===== src/inc/ptcu_defines.svh =====
// Register indices, field positions, reset values and codes
`ifndef PTCU_DEFINES_SVH
`define PTCU_DEFINES_SVH
// Register indices; byte address is four times the index
`define PTCU_IX_IRQ_CTRL 8'h0B
`define PTCU_IX_PFLAGS 8'h0C
`define PTCU_IX_PCOUNT 8'h11
`define PTCU_IX_PCTRL 8'h12
`define PTCU_IX_EVLOW 8'h15
`define PTCU_IX_EVHIGH 8'h16
`define PTCU_IX_EVCTRL 8'h17
`define PTCU_IX_PENABLE 8'h8C
`define PTCU_IX_PLIMIT 8'h92
// Field positions
`define PTCU_RUN_BIT 2
`define PTCU_PMFLAG_BIT 1
`define PTCU_EVFLAG_BIT 2
// Reset values
`define PTCU_LIMIT_RST 8'hFF
`define PTCU_COUNT_RST 8'h00
`define PTCU_PCTRL_RST 7'h00
`define PTCU_EVCTRL_RST 6'h00
`define PTCU_BYTE_RST 8'h00
// Event unit mode codes
`define PTCU_M_OFF 4'h0
`define PTCU_M_CAP_FALL 4'h4
`define PTCU_M_CAP_RISE 4'h5
`define PTCU_M_CAP_4 4'h6
`define PTCU_M_CAP_16 4'h7
`define PTCU_M_CMP_SET 4'h8
`define PTCU_M_CMP_CLR 4'h9
`define PTCU_M_CMP_TRIG 4'hB
// Last count of each divider before it fires
`define PTCU_CAP4_LAST 4'h3
`define PTCU_CAP16_LAST 4'hF
`define PTCU_DIV1_LAST 4'h0
`define PTCU_DIV4_LAST 4'h3
`define PTCU_DIV16_LAST 4'hF
`endif


===== src/inc/ptcu_pkg.sv =====
// Types and mode decoding shared by the unit's modules
package ptcu_pkg;
`include "ptcu_defines.svh"
    typedef enum logic [2:0] {
        PTCU_OFF, PTCU_CAPTURE, PTCU_COMPARE, PTCU_PWM, PTCU_IDLE
    } ptcu_mode_t;

    // Mode field to mode class
    function automatic ptcu_mode_t ptcu_mode_class(input logic [3:0] m);
        if (m == `PTCU_M_OFF) return PTCU_OFF;
        case (m[3:2])
            2'h1: return PTCU_CAPTURE;
            2'h2: return PTCU_COMPARE;
            2'h3: return PTCU_PWM;
            default: return PTCU_IDLE;
        endcase
    endfunction
endpackage


===== src/inc/ptcu_cap_if.sv =====
// Interface between the register core and the capture edge detector
`timescale 1ns/1ps
interface ptcu_cap_if;
    logic [3:0] mode;
    logic capture;
    modport main (output mode, input capture);
    modport det (input mode, output capture);
endinterface


===== src/logic/ptcu_capture_edge.sv =====
// Capture pin synchroniser, edge detector and edge prescaler
`timescale 1ns/1ps
module ptcu_capture_edge (
    input wire logic pclk,
    input wire logic presetn,
    input wire logic event_pin,
    ptcu_cap_if.det cap
);
    import ptcu_pkg::*;

    logic sync1_q, sync2_q, prev_q;
    logic [3:0] pre_q, pre_d;
    wire is_cap = (ptcu_mode_class(cap.mode) == PTCU_CAPTURE);
    wire rise = sync2_q & ~prev_q;
    wire fall = ~sync2_q & prev_q;
    wire last = (cap.mode == `PTCU_M_CAP_4) ? (pre_q == `PTCU_CAP4_LAST)
        : (pre_q == `PTCU_CAP16_LAST);
    wire multi = (cap.mode == `PTCU_M_CAP_4) | (cap.mode == `PTCU_M_CAP_16);

    ////////////////////////////////////////////////////////////////////
    // Pin level is sampled whatever its direction, so a port write
    // that drives the pin can trigger a capture
    always_ff @(posedge pclk or negedge presetn) begin
        if (!presetn) begin
            sync1_q <= 1'b0;
            sync2_q <= 1'b0;
            prev_q <= 1'b0;
        end else begin
            sync1_q <= event_pin;
            sync2_q <= sync1_q;
            prev_q <= sync2_q;
        end
    end

    ////////////////////////////////////////////////////////////////////
    // Counter clears outside capture and after its last count; a direct switch between
    // capture codes keeps its count, which may fire early
    assign pre_d = !is_cap ? 4'h0
        : !(multi & rise) ? pre_q
        : last ? 4'h0 : pre_q + 4'h1;

    always_ff @(posedge pclk or negedge presetn) begin
        if (!presetn) pre_q <= 4'h0;
        else pre_q <= pre_d;
    end

    // Event select per mode code
    assign cap.capture = is_cap & (
        (cap.mode == `PTCU_M_CAP_FALL) ? fall
        : (cap.mode == `PTCU_M_CAP_RISE) ? rise
        : rise & last);
endmodule // ptcu_capture_edge


===== src/logic/ptcu_core.sv =====
// Period timer and capture/compare unit with APB register access
//
// Functional notes
// Input divider 1, 4 or 16 by field
// Count up to limit, then wrap to zero
// Limit register read/write, resets to all ones
// Count register read/write, resets to zero
// Match divider N+1 sets period match flag
// Run bit 2 gates counting
// Count/control write or reset zeroes dividers
// Control write keeps the count value
// Undivided match pulse goes to serial port
// Compare uses 16-bit count, PWM period timer
// Mode decode: off and four capture modes
// Compare codes set flag; trigger resets count
// Control bits 5:4 are PWM duty LSBs
// Capture copies count, sets sticky flag
// New capture overwrites unread value
// Edge detect on pin level, any direction
// Sixteen-bit timer must be synchronous for capture
// Edge prescaler held zero outside capture
// Capture code switch keeps edge count
// Software masks and clears flag after change
// Software makes pin an input for capture
// Value and control registers read/write; 7:6 zero
// Stopped timer holds everything, no match
`timescale 1ns/1ps
module ptcu_core #(
    parameter int PADDR_W = 10
) (
    input wire logic pclk,
    input wire logic presetn,
    input wire logic psel,
    input wire logic penable,
    input wire logic pwrite,
    input wire logic [PADDR_W-1:0] paddr,
    input wire logic [31:0] pwdata,
    output logic [31:0] prdata,
    output logic pready,
    output logic pslverr,
    input wire logic event_pin,
    input wire logic [15:0] free_count16,
    output logic free_count16_reset,
    output logic match_to_serial,
    output logic pwm_reload,
    output logic event_pin_out,
    output logic event_flag,
    output logic period_match_flag,
    output ptcu_pkg::ptcu_mode_t unit_mode
);
    import ptcu_pkg::*;

    logic [7:0] irqc_q, irqc_d, ena_q, ena_d, lim_q, lim_d, cnt_q, cnt_d;
    logic [7:0] evl_q, evl_d, evh_q, evh_d;
    logic [6:0] pctl_q, pctl_d;
    logic [5:0] evc_q, evc_d;
    logic [3:0] pre_q, pre_d, post_q, post_d;
    logic [1:0] dlat_q, dlat_d;
    logic pm_q, pm_d, ev_q, ev_d, cmp_q, cmpo_q, cmpo_d;
    logic [31:0] prdata_q;
    ptcu_cap_if cap ();

    ////////////////////////////////////////////////////////////////////
    // Address decode
    function automatic logic hit(input logic [7:0] ix);
        return paddr == PADDR_W'({ix, 2'b00});
    endfunction

    wire s_irqc = hit(`PTCU_IX_IRQ_CTRL);
    wire s_flg = hit(`PTCU_IX_PFLAGS);
    wire s_cnt = hit(`PTCU_IX_PCOUNT);
    wire s_pctl = hit(`PTCU_IX_PCTRL);
    wire s_evl = hit(`PTCU_IX_EVLOW);
    wire s_evh = hit(`PTCU_IX_EVHIGH);
    wire s_evc = hit(`PTCU_IX_EVCTRL);
    wire s_ena = hit(`PTCU_IX_PENABLE);
    wire s_lim = hit(`PTCU_IX_PLIMIT);
    wire mapped = s_irqc | s_flg | s_cnt | s_pctl | s_evl | s_evh
        | s_evc | s_ena | s_lim;

    // Zero-wait slave: writes land at the access edge
    wire wr = psel & penable & pwrite & mapped;
    wire setup = psel & ~penable;
    wire wr_irqc = wr & s_irqc;
    wire wr_flg = wr & s_flg;
    wire wr_cnt = wr & s_cnt;
    wire wr_pctl = wr & s_pctl;
    wire wr_evl = wr & s_evl;
    wire wr_evh = wr & s_evh;
    wire wr_evc = wr & s_evc;
    wire wr_ena = wr & s_ena;
    wire wr_lim = wr & s_lim;
    assign pready = 1'b1;
    assign pslverr = psel & penable & ~mapped;
    assign prdata = prdata_q;

    ////////////////////////////////////////////////////////////////////
    // Period timer
    wire run = pctl_q[`PTCU_RUN_BIT];
    wire [1:0] div_sel = pctl_q[1:0];
    wire [3:0] post_sel = pctl_q[6:3];
    wire [3:0] pre_last = div_sel[1] ? `PTCU_DIV16_LAST
        : div_sel[0] ? `PTCU_DIV4_LAST : `PTCU_DIV1_LAST;
    wire tick = run & (pre_q == pre_last);
    wire pmatch = tick & (cnt_q == lim_q);
    wire post_hit = pmatch & (post_q == post_sel);
    wire div_clr = wr_cnt | wr_pctl;
    assign match_to_serial = pmatch;

    // Stopped timer holds both dividers and the count
    assign pre_d = div_clr ? 4'h0
        : !run ? pre_q
        : tick ? 4'h0 : pre_q + 4'h1;
    assign post_d = div_clr ? 4'h0
        : !pmatch ? post_q
        : post_hit ? 4'h0 : post_q + 4'h1;
    // Control write leaves the count alone; count write beats a tick
    assign cnt_d = wr_cnt ? pwdata[7:0]
        : pmatch ? 8'h00
        : tick ? cnt_q + 8'h01 : cnt_q;

    ////////////////////////////////////////////////////////////////////
    // Event unit mode and time bases
    wire [3:0] mode = evc_q[3:0];
    assign unit_mode = ptcu_mode_class(mode);
    wire is_pwm = (unit_mode == PTCU_PWM);
    // Compare watches the 16-bit count, assumed synchronous to pclk
    wire cmp_eq = (unit_mode == PTCU_COMPARE)
        & (free_count16 == {evh_q, evl_q});
    // Match fires once per entry into equality, not every cycle
    wire cmp_hit = cmp_eq & ~cmp_q;
    wire pwm_load = is_pwm & pmatch;
    wire ev_set = cap.capture | cmp_hit;
    assign free_count16_reset = cmp_hit & (mode == `PTCU_M_CMP_TRIG);
    assign pwm_reload = pwm_load;
    assign cap.mode = mode;

    ptcu_capture_edge u_edge (
        .pclk(pclk),
        .presetn(presetn),
        .event_pin(event_pin),
        .cap(cap.det)
    );

    // Capture overwrites unread values and wins over a write
    assign evl_d = cap.capture ? free_count16[7:0]
        : wr_evl ? pwdata[7:0] : evl_q;
    // High byte is read-only in PWM; it reloads at period end
    assign evh_d = cap.capture ? free_count16[15:8]
        : pwm_load ? evl_q
        : (wr_evh & ~is_pwm) ? pwdata[7:0] : evh_q;
    assign dlat_d = pwm_load ? evc_q[5:4] : dlat_q;
    assign evc_d = wr_evc ? pwdata[5:0] : evc_q;
    // Compare output latch; off mode forces it low
    assign cmpo_d = (unit_mode == PTCU_OFF) ? 1'b0
        : (cmp_hit & mode == `PTCU_M_CMP_SET) ? 1'b1
        : (cmp_hit & mode == `PTCU_M_CMP_CLR) ? 1'b0 : cmpo_q;
    assign event_pin_out = cmpo_q;

    ////////////////////////////////////////////////////////////////////
    // Sticky flags: a hardware set beats a software clear
    assign pm_d = (wr_flg ? pwdata[`PTCU_PMFLAG_BIT] : pm_q) | post_hit;
    assign ev_d = (wr_flg ? pwdata[`PTCU_EVFLAG_BIT] : ev_q) | ev_set;
    assign period_match_flag = pm_q;
    assign event_flag = ev_q;
    assign irqc_d = wr_irqc ? pwdata[7:0] : irqc_q;
    assign ena_d = wr_ena ? pwdata[7:0] : ena_q;
    assign lim_d = wr_lim ? pwdata[7:0] : lim_q;
    assign pctl_d = wr_pctl ? pwdata[6:0] : pctl_q;

    ////////////////////////////////////////////////////////////////////
    // Read mux; unimplemented bits read zero
    wire [7:0] rd_byte = s_irqc ? irqc_q
        : s_flg ? {5'h00, ev_q, pm_q, 1'b0}
        : s_cnt ? cnt_q
        : s_pctl ? {1'b0, pctl_q}
        : s_evl ? evl_q
        : s_evh ? evh_q
        : s_evc ? {2'h0, evc_q}
        : s_ena ? ena_q
        : s_lim ? lim_q : 8'h00;

    ////////////////////////////////////////////////////////////////////
    // Timer state
    always_ff @(posedge pclk or negedge presetn) begin
        if (!presetn) begin
            cnt_q <= `PTCU_COUNT_RST;
            lim_q <= `PTCU_LIMIT_RST;
            pctl_q <= `PTCU_PCTRL_RST;
            pre_q <= 4'h0;
            post_q <= 4'h0;
            pm_q <= 1'b0;
        end else begin
            cnt_q <= cnt_d;
            lim_q <= lim_d;
            pctl_q <= pctl_d;
            pre_q <= pre_d;
            post_q <= post_d;
            pm_q <= pm_d;
        end
    end

    // Event unit state
    always_ff @(posedge pclk or negedge presetn) begin
        if (!presetn) begin
            evl_q <= `PTCU_BYTE_RST;
            evh_q <= `PTCU_BYTE_RST;
            evc_q <= `PTCU_EVCTRL_RST;
            dlat_q <= 2'h0;
            ev_q <= 1'b0;
            cmp_q <= 1'b0;
            cmpo_q <= 1'b0;
        end else begin
            evl_q <= evl_d;
            evh_q <= evh_d;
            evc_q <= evc_d;
            dlat_q <= dlat_d;
            ev_q <= ev_d;
            cmp_q <= cmp_eq;
            cmpo_q <= cmpo_d;
        end
    end

    // Shared bits written at the access edge; read data latched in the setup cycle
    always_ff @(posedge pclk or negedge presetn) begin
        if (!presetn) begin
            irqc_q <= `PTCU_BYTE_RST;
            ena_q <= `PTCU_BYTE_RST;
            prdata_q <= 32'h0000_0000;
        end else begin
            irqc_q <= irqc_d;
            ena_q <= ena_d;
            if (setup) prdata_q <= {24'h00_0000, rd_byte};
        end
    end

    // Register writes land at the access edge
    wire [7:0] wbyte = pwdata[7:0];
    wire [9:0] duty_next = {evl_q, evc_q[5:4]};
endmodule // ptcu_core


===== config.mk =====
export PLATFORM = sky130hd
export DESIGN_NAME = ptcu_core
export DESIGN_NICKNAME = d
export VERILOG_FILES = /design/src/inc/ptcu_pkg.sv /design/src/inc/ptcu_cap_if.sv /design/src/logic/ptcu_capture_edge.sv /design/src/logic/ptcu_core.sv
export VERILOG_INCLUDE_DIRS = /design/src /design/src/inc
export SDC_FILE = /design/constraint.sdc
export NUM_CORES = 1
export LEC_CHECK = 0
export BUFFER_PORTS_ARGS = -buffer_cell sky130_fd_sc_hd__buf_4
export CAP_MARGIN = 5
export CORE_MARGIN = 2
export CORE_UTILIZATION = 45
export CTS_BUF_LIST = sky130_fd_sc_hd__clkbuf_8
export DETAILED_ROUTE_END_ITERATION = 7
export GPL_ROUTABILITY_DRIVEN = 0
export PLACE_DENSITY = 0.67
export SLEW_MARGIN = 20
export SYNTH_ARGS = -nofsm -noshare
export SYNTH_HDL_FRONTEND = slang
export SYNTH_SLANG_ARGS = --single-unit

===== constraint.sdc =====
create_clock -name pclk -period 2.8 [get_ports pclk]
set_input_delay 0.42 -clock pclk [delete_from_list [all_inputs] [get_ports pclk]]
set_output_delay 0.42 -clock pclk [all_outputs]
set_load 0.01 [all_outputs]

==> results.txt <==
outcome - completed
RSZ-0062 raised after global routing - yes
post-route ant nets - 0
global router's overall resource usage - 25.5%
ys async rst share - 100%
Post-Synthesis Cells - 574
CTS tree - yes
Yosys cell types - 69
Fill cells - 1106
Max Fclk - 380 MHz
Setup Viol. Count Final - 0
worst-margin pin slew - 0.650 ns
TritonCTS Buffers - 9
Die Footprint - 13200 µm²
Ant. Diodes - 0
clock skew - 0.0150 ns
Ports - 107
P_int - 1750 µW
CTS root buf - clkbuf_8
# Post-CTS Setup Buffers - 0
Rel. slew slack - 56.5%
pin count of the biggest net entering global routing - 55
fin crit period - 2.63 ns
clock transition at the registers of the reported paths - 0.08 ns
Syn Area/Cell - 9.67 µm²
first-pass GRT wire length - 25600 µm
Peak VDD IR - 311 µV
WL final - 16100 µm
Final #Nets - 697
Syn Std Cell Area - 5550 µm²
clk_lat worst skew - 0.38 ns
commonest register cell after synthesis - dfrtp_1
Setup CP Type - reg -> out
share of cells above drive strength 1 - 24.0%
post-DP HPWL - 11800 µm
Initial Util - 46.2%
Overflow after GRT - 0
initial antenna violation count - 0
DRT iter0 DRCs - 351
Crit Path Max Fanout - 4
die extent in x - 115 µm
Req. time, crit path - 2.38 ns
DIE HEIGHT - 115 µm
post-synth top area share - 36.1%
Synth area leader - dfrtp_1
num rows - 40
placed inst area - 6070 µm²
Setup crit end kind - primary output
core area - 12000 µm²
Critical Path AT - 2.21 ns
static leakage - 0.00276 µW
switching share of power - 26.7%
Max Cap Viol - 0
wire per inst - 20.7 µm
sequential fraction of design power - 54.8%
clock power share - 34.2%
vias in the first global route - 4609
DR DRC count - 0
CTS H-Tree Depth - 3
Longest Clk Path Bufs - 2
pins over their slew limit - 0
Seq/Total Area, Yosys - 39.9%
Final Cycle Share - 94.1%
pre-CTS setup slack - 0.258 ns
Yosys warnings - 0
CTS Sinks - 88
drt pass-1 iters - 5
Final Hold Vio Count - 0
PortBufs - 57
Hold Crit Class - in -> reg
Via density - 6.10
total power draw - 2380 µW
Startpoint Class - register
post-route cell area - 6270 µm²
fin worst setup slack - 0.166 ns
Net Switching - 637 µW
synth-to-layout area growth - 13.1%
setup TNS - 0 ns
Synth area leaders - dfrtp_1 36%, mux2_2 7.3%, dfstp_2 3.8%, mux2i_1 3.8%, o21ai_0 3.7%
power share of the combinational group - 11.0%
power per cell area - 380 nW/µm²
Post-synth EDFFs - 0
#FFs+latches synth - 88
via count - 4765
==> sequential cells by signal, indices dropped and copies added, names as in the netlist <==
register           count
cmp_q                  1
cnt_q                  8
ena_q                  8
evc_q                  6
event_flag             1
event_pin_out          1
evh_q                  8
evl_q                  8
irqc_q                 8
lim_q                  8
pctl_q                 7
period_match_flag      1
post_q                 4
prdata                 8
pre_q                  4
u_edge.pre_q           4
u_edge.prev_q          1
u_edge.sync1_q         1
u_edge.sync2_q         1
==> cell usage in the layout, fill, tap and decap left out, types with 13 or more instances in the layout <==
master	count
nand3_1	22
a21oi_1	27
dfrtp_1	80
o21ai_0	41
conb_1	25
xor2_1	15
nand2b_1	13
mux2i_1	21
xnor2_1	16
buf_4	73
nand2_1	48
nor2_1	17
and3_1	15
mux2_2	36
==> cells in the mapped netlist (11+ instances only) <==
cell type / n
dfrtp_1: 80
nand2_1: 48
o21ai_0: 41
mux2_2: 36
a21oi_1: 27
buf_4: 26
nand3_1: 22
mux2i_1: 21
clkbuf_1: 20
nor2_1: 18
xnor2_1: 16
and3_1: 15
xor2_1: 15
nand2b_1: 13
nor2b_1: 11
==> power groups by stage <==
stage	clock network, µW	registers, µW	logic, µW
finish	814	1310	262
detailed placement	0	1330	257
global route	889	1310	289
global placement	0	1330	253
CTS	837	1310	259
floorplan	0	1330	142
==> area by class of cell <==
cell class | count | area [µm²] | share of cell area, %
inverter | 8 | 30.0 | 0.479
timing repair buffer | 75 | 578 | 9.22
clock inverter | 5 | 25.0 | 0.399
multi-input combinational | 447 | 3090 | 49.3
sequential | 88 | 2210 | 35.3
tap | 147 | 184 | 2.93
clock buffer | 11 | 151 | 2.41
==> logic make-up (layout without fill, tap and decap cells) <==
kind of cell	Yosys count	count (layout)	synth area share [%]
AND/OR/NAND/NOR	191	191	19.9
AO/OA/AOI/OAI	138	138	16.7
flip-flops	88	88	39.9
buffers and inverters	62	99	6.22
multiplexers	58	58	11.3
XOR/XNOR	31	31	4.89
adder cells (fa/ha/maj)	4	4	0.902
other	2	25	0.135
==> stage by stage <==
step / hold slack [ns] / instances / utilization, %
finish: 0.145 / 781 / 52.2
global route: 0.128 / 781 / 52.2
CTS: 0.131 / 781 / 52.1
detailed placement: 0.340 / 764 / 50.5
global placement: 0.333 / 764 / 50.5
floorplan: 0.124 / 597 / -
==> worst paths after layout <==
check                                from                  to  slack [ns]  cells after the start
hold / removal                  event_pin      u_edge.sync1_q        0.14                      1
min in group asynchronous         presetn       u_edge.prev_q        0.53                      2
setup / recovery                 evl_q[0]  free_count16_reset        0.17                      6
max in group asynchronous         presetn            lim_q[5]        1.57                      3
setup reg to reg                 cnt_q[5]            evh_q[4]        0.56                      8
hold reg to reg            u_edge.sync1_q      u_edge.sync2_q        0.35                      0
==> metal layers <==
metal | vias up | track usage, % | part of all wire (%)
li1 | 2184 | - | -
met1 | 2329 | 35.7 | 43
met2 | 224 | 38.1 | 45
met3 | 28 | 7.01 | 8.8
met4 | 0 | 8.84 | 2.6
met5 | - | 0 | 0
==> worst max-delay path, stage by stage, from the launching register on <==
cell	delay, ns
dfrtp_1	0.43
xor2_1	0.18
nor4_1	0.33
nand4b_1	0.24
nor4_2	0.31
and3_1	0.21
buf_4	0.12
==> what timing repair did <==
item | 4_1_cts | 5_1_grt
hold endpoints to repair | 7 | 0
hold buffers | 1 | 0
gates resized for setup | 0 | 3
endpoints found under the setup margin | 0 | 2
(Power assumes the default switching activity.)
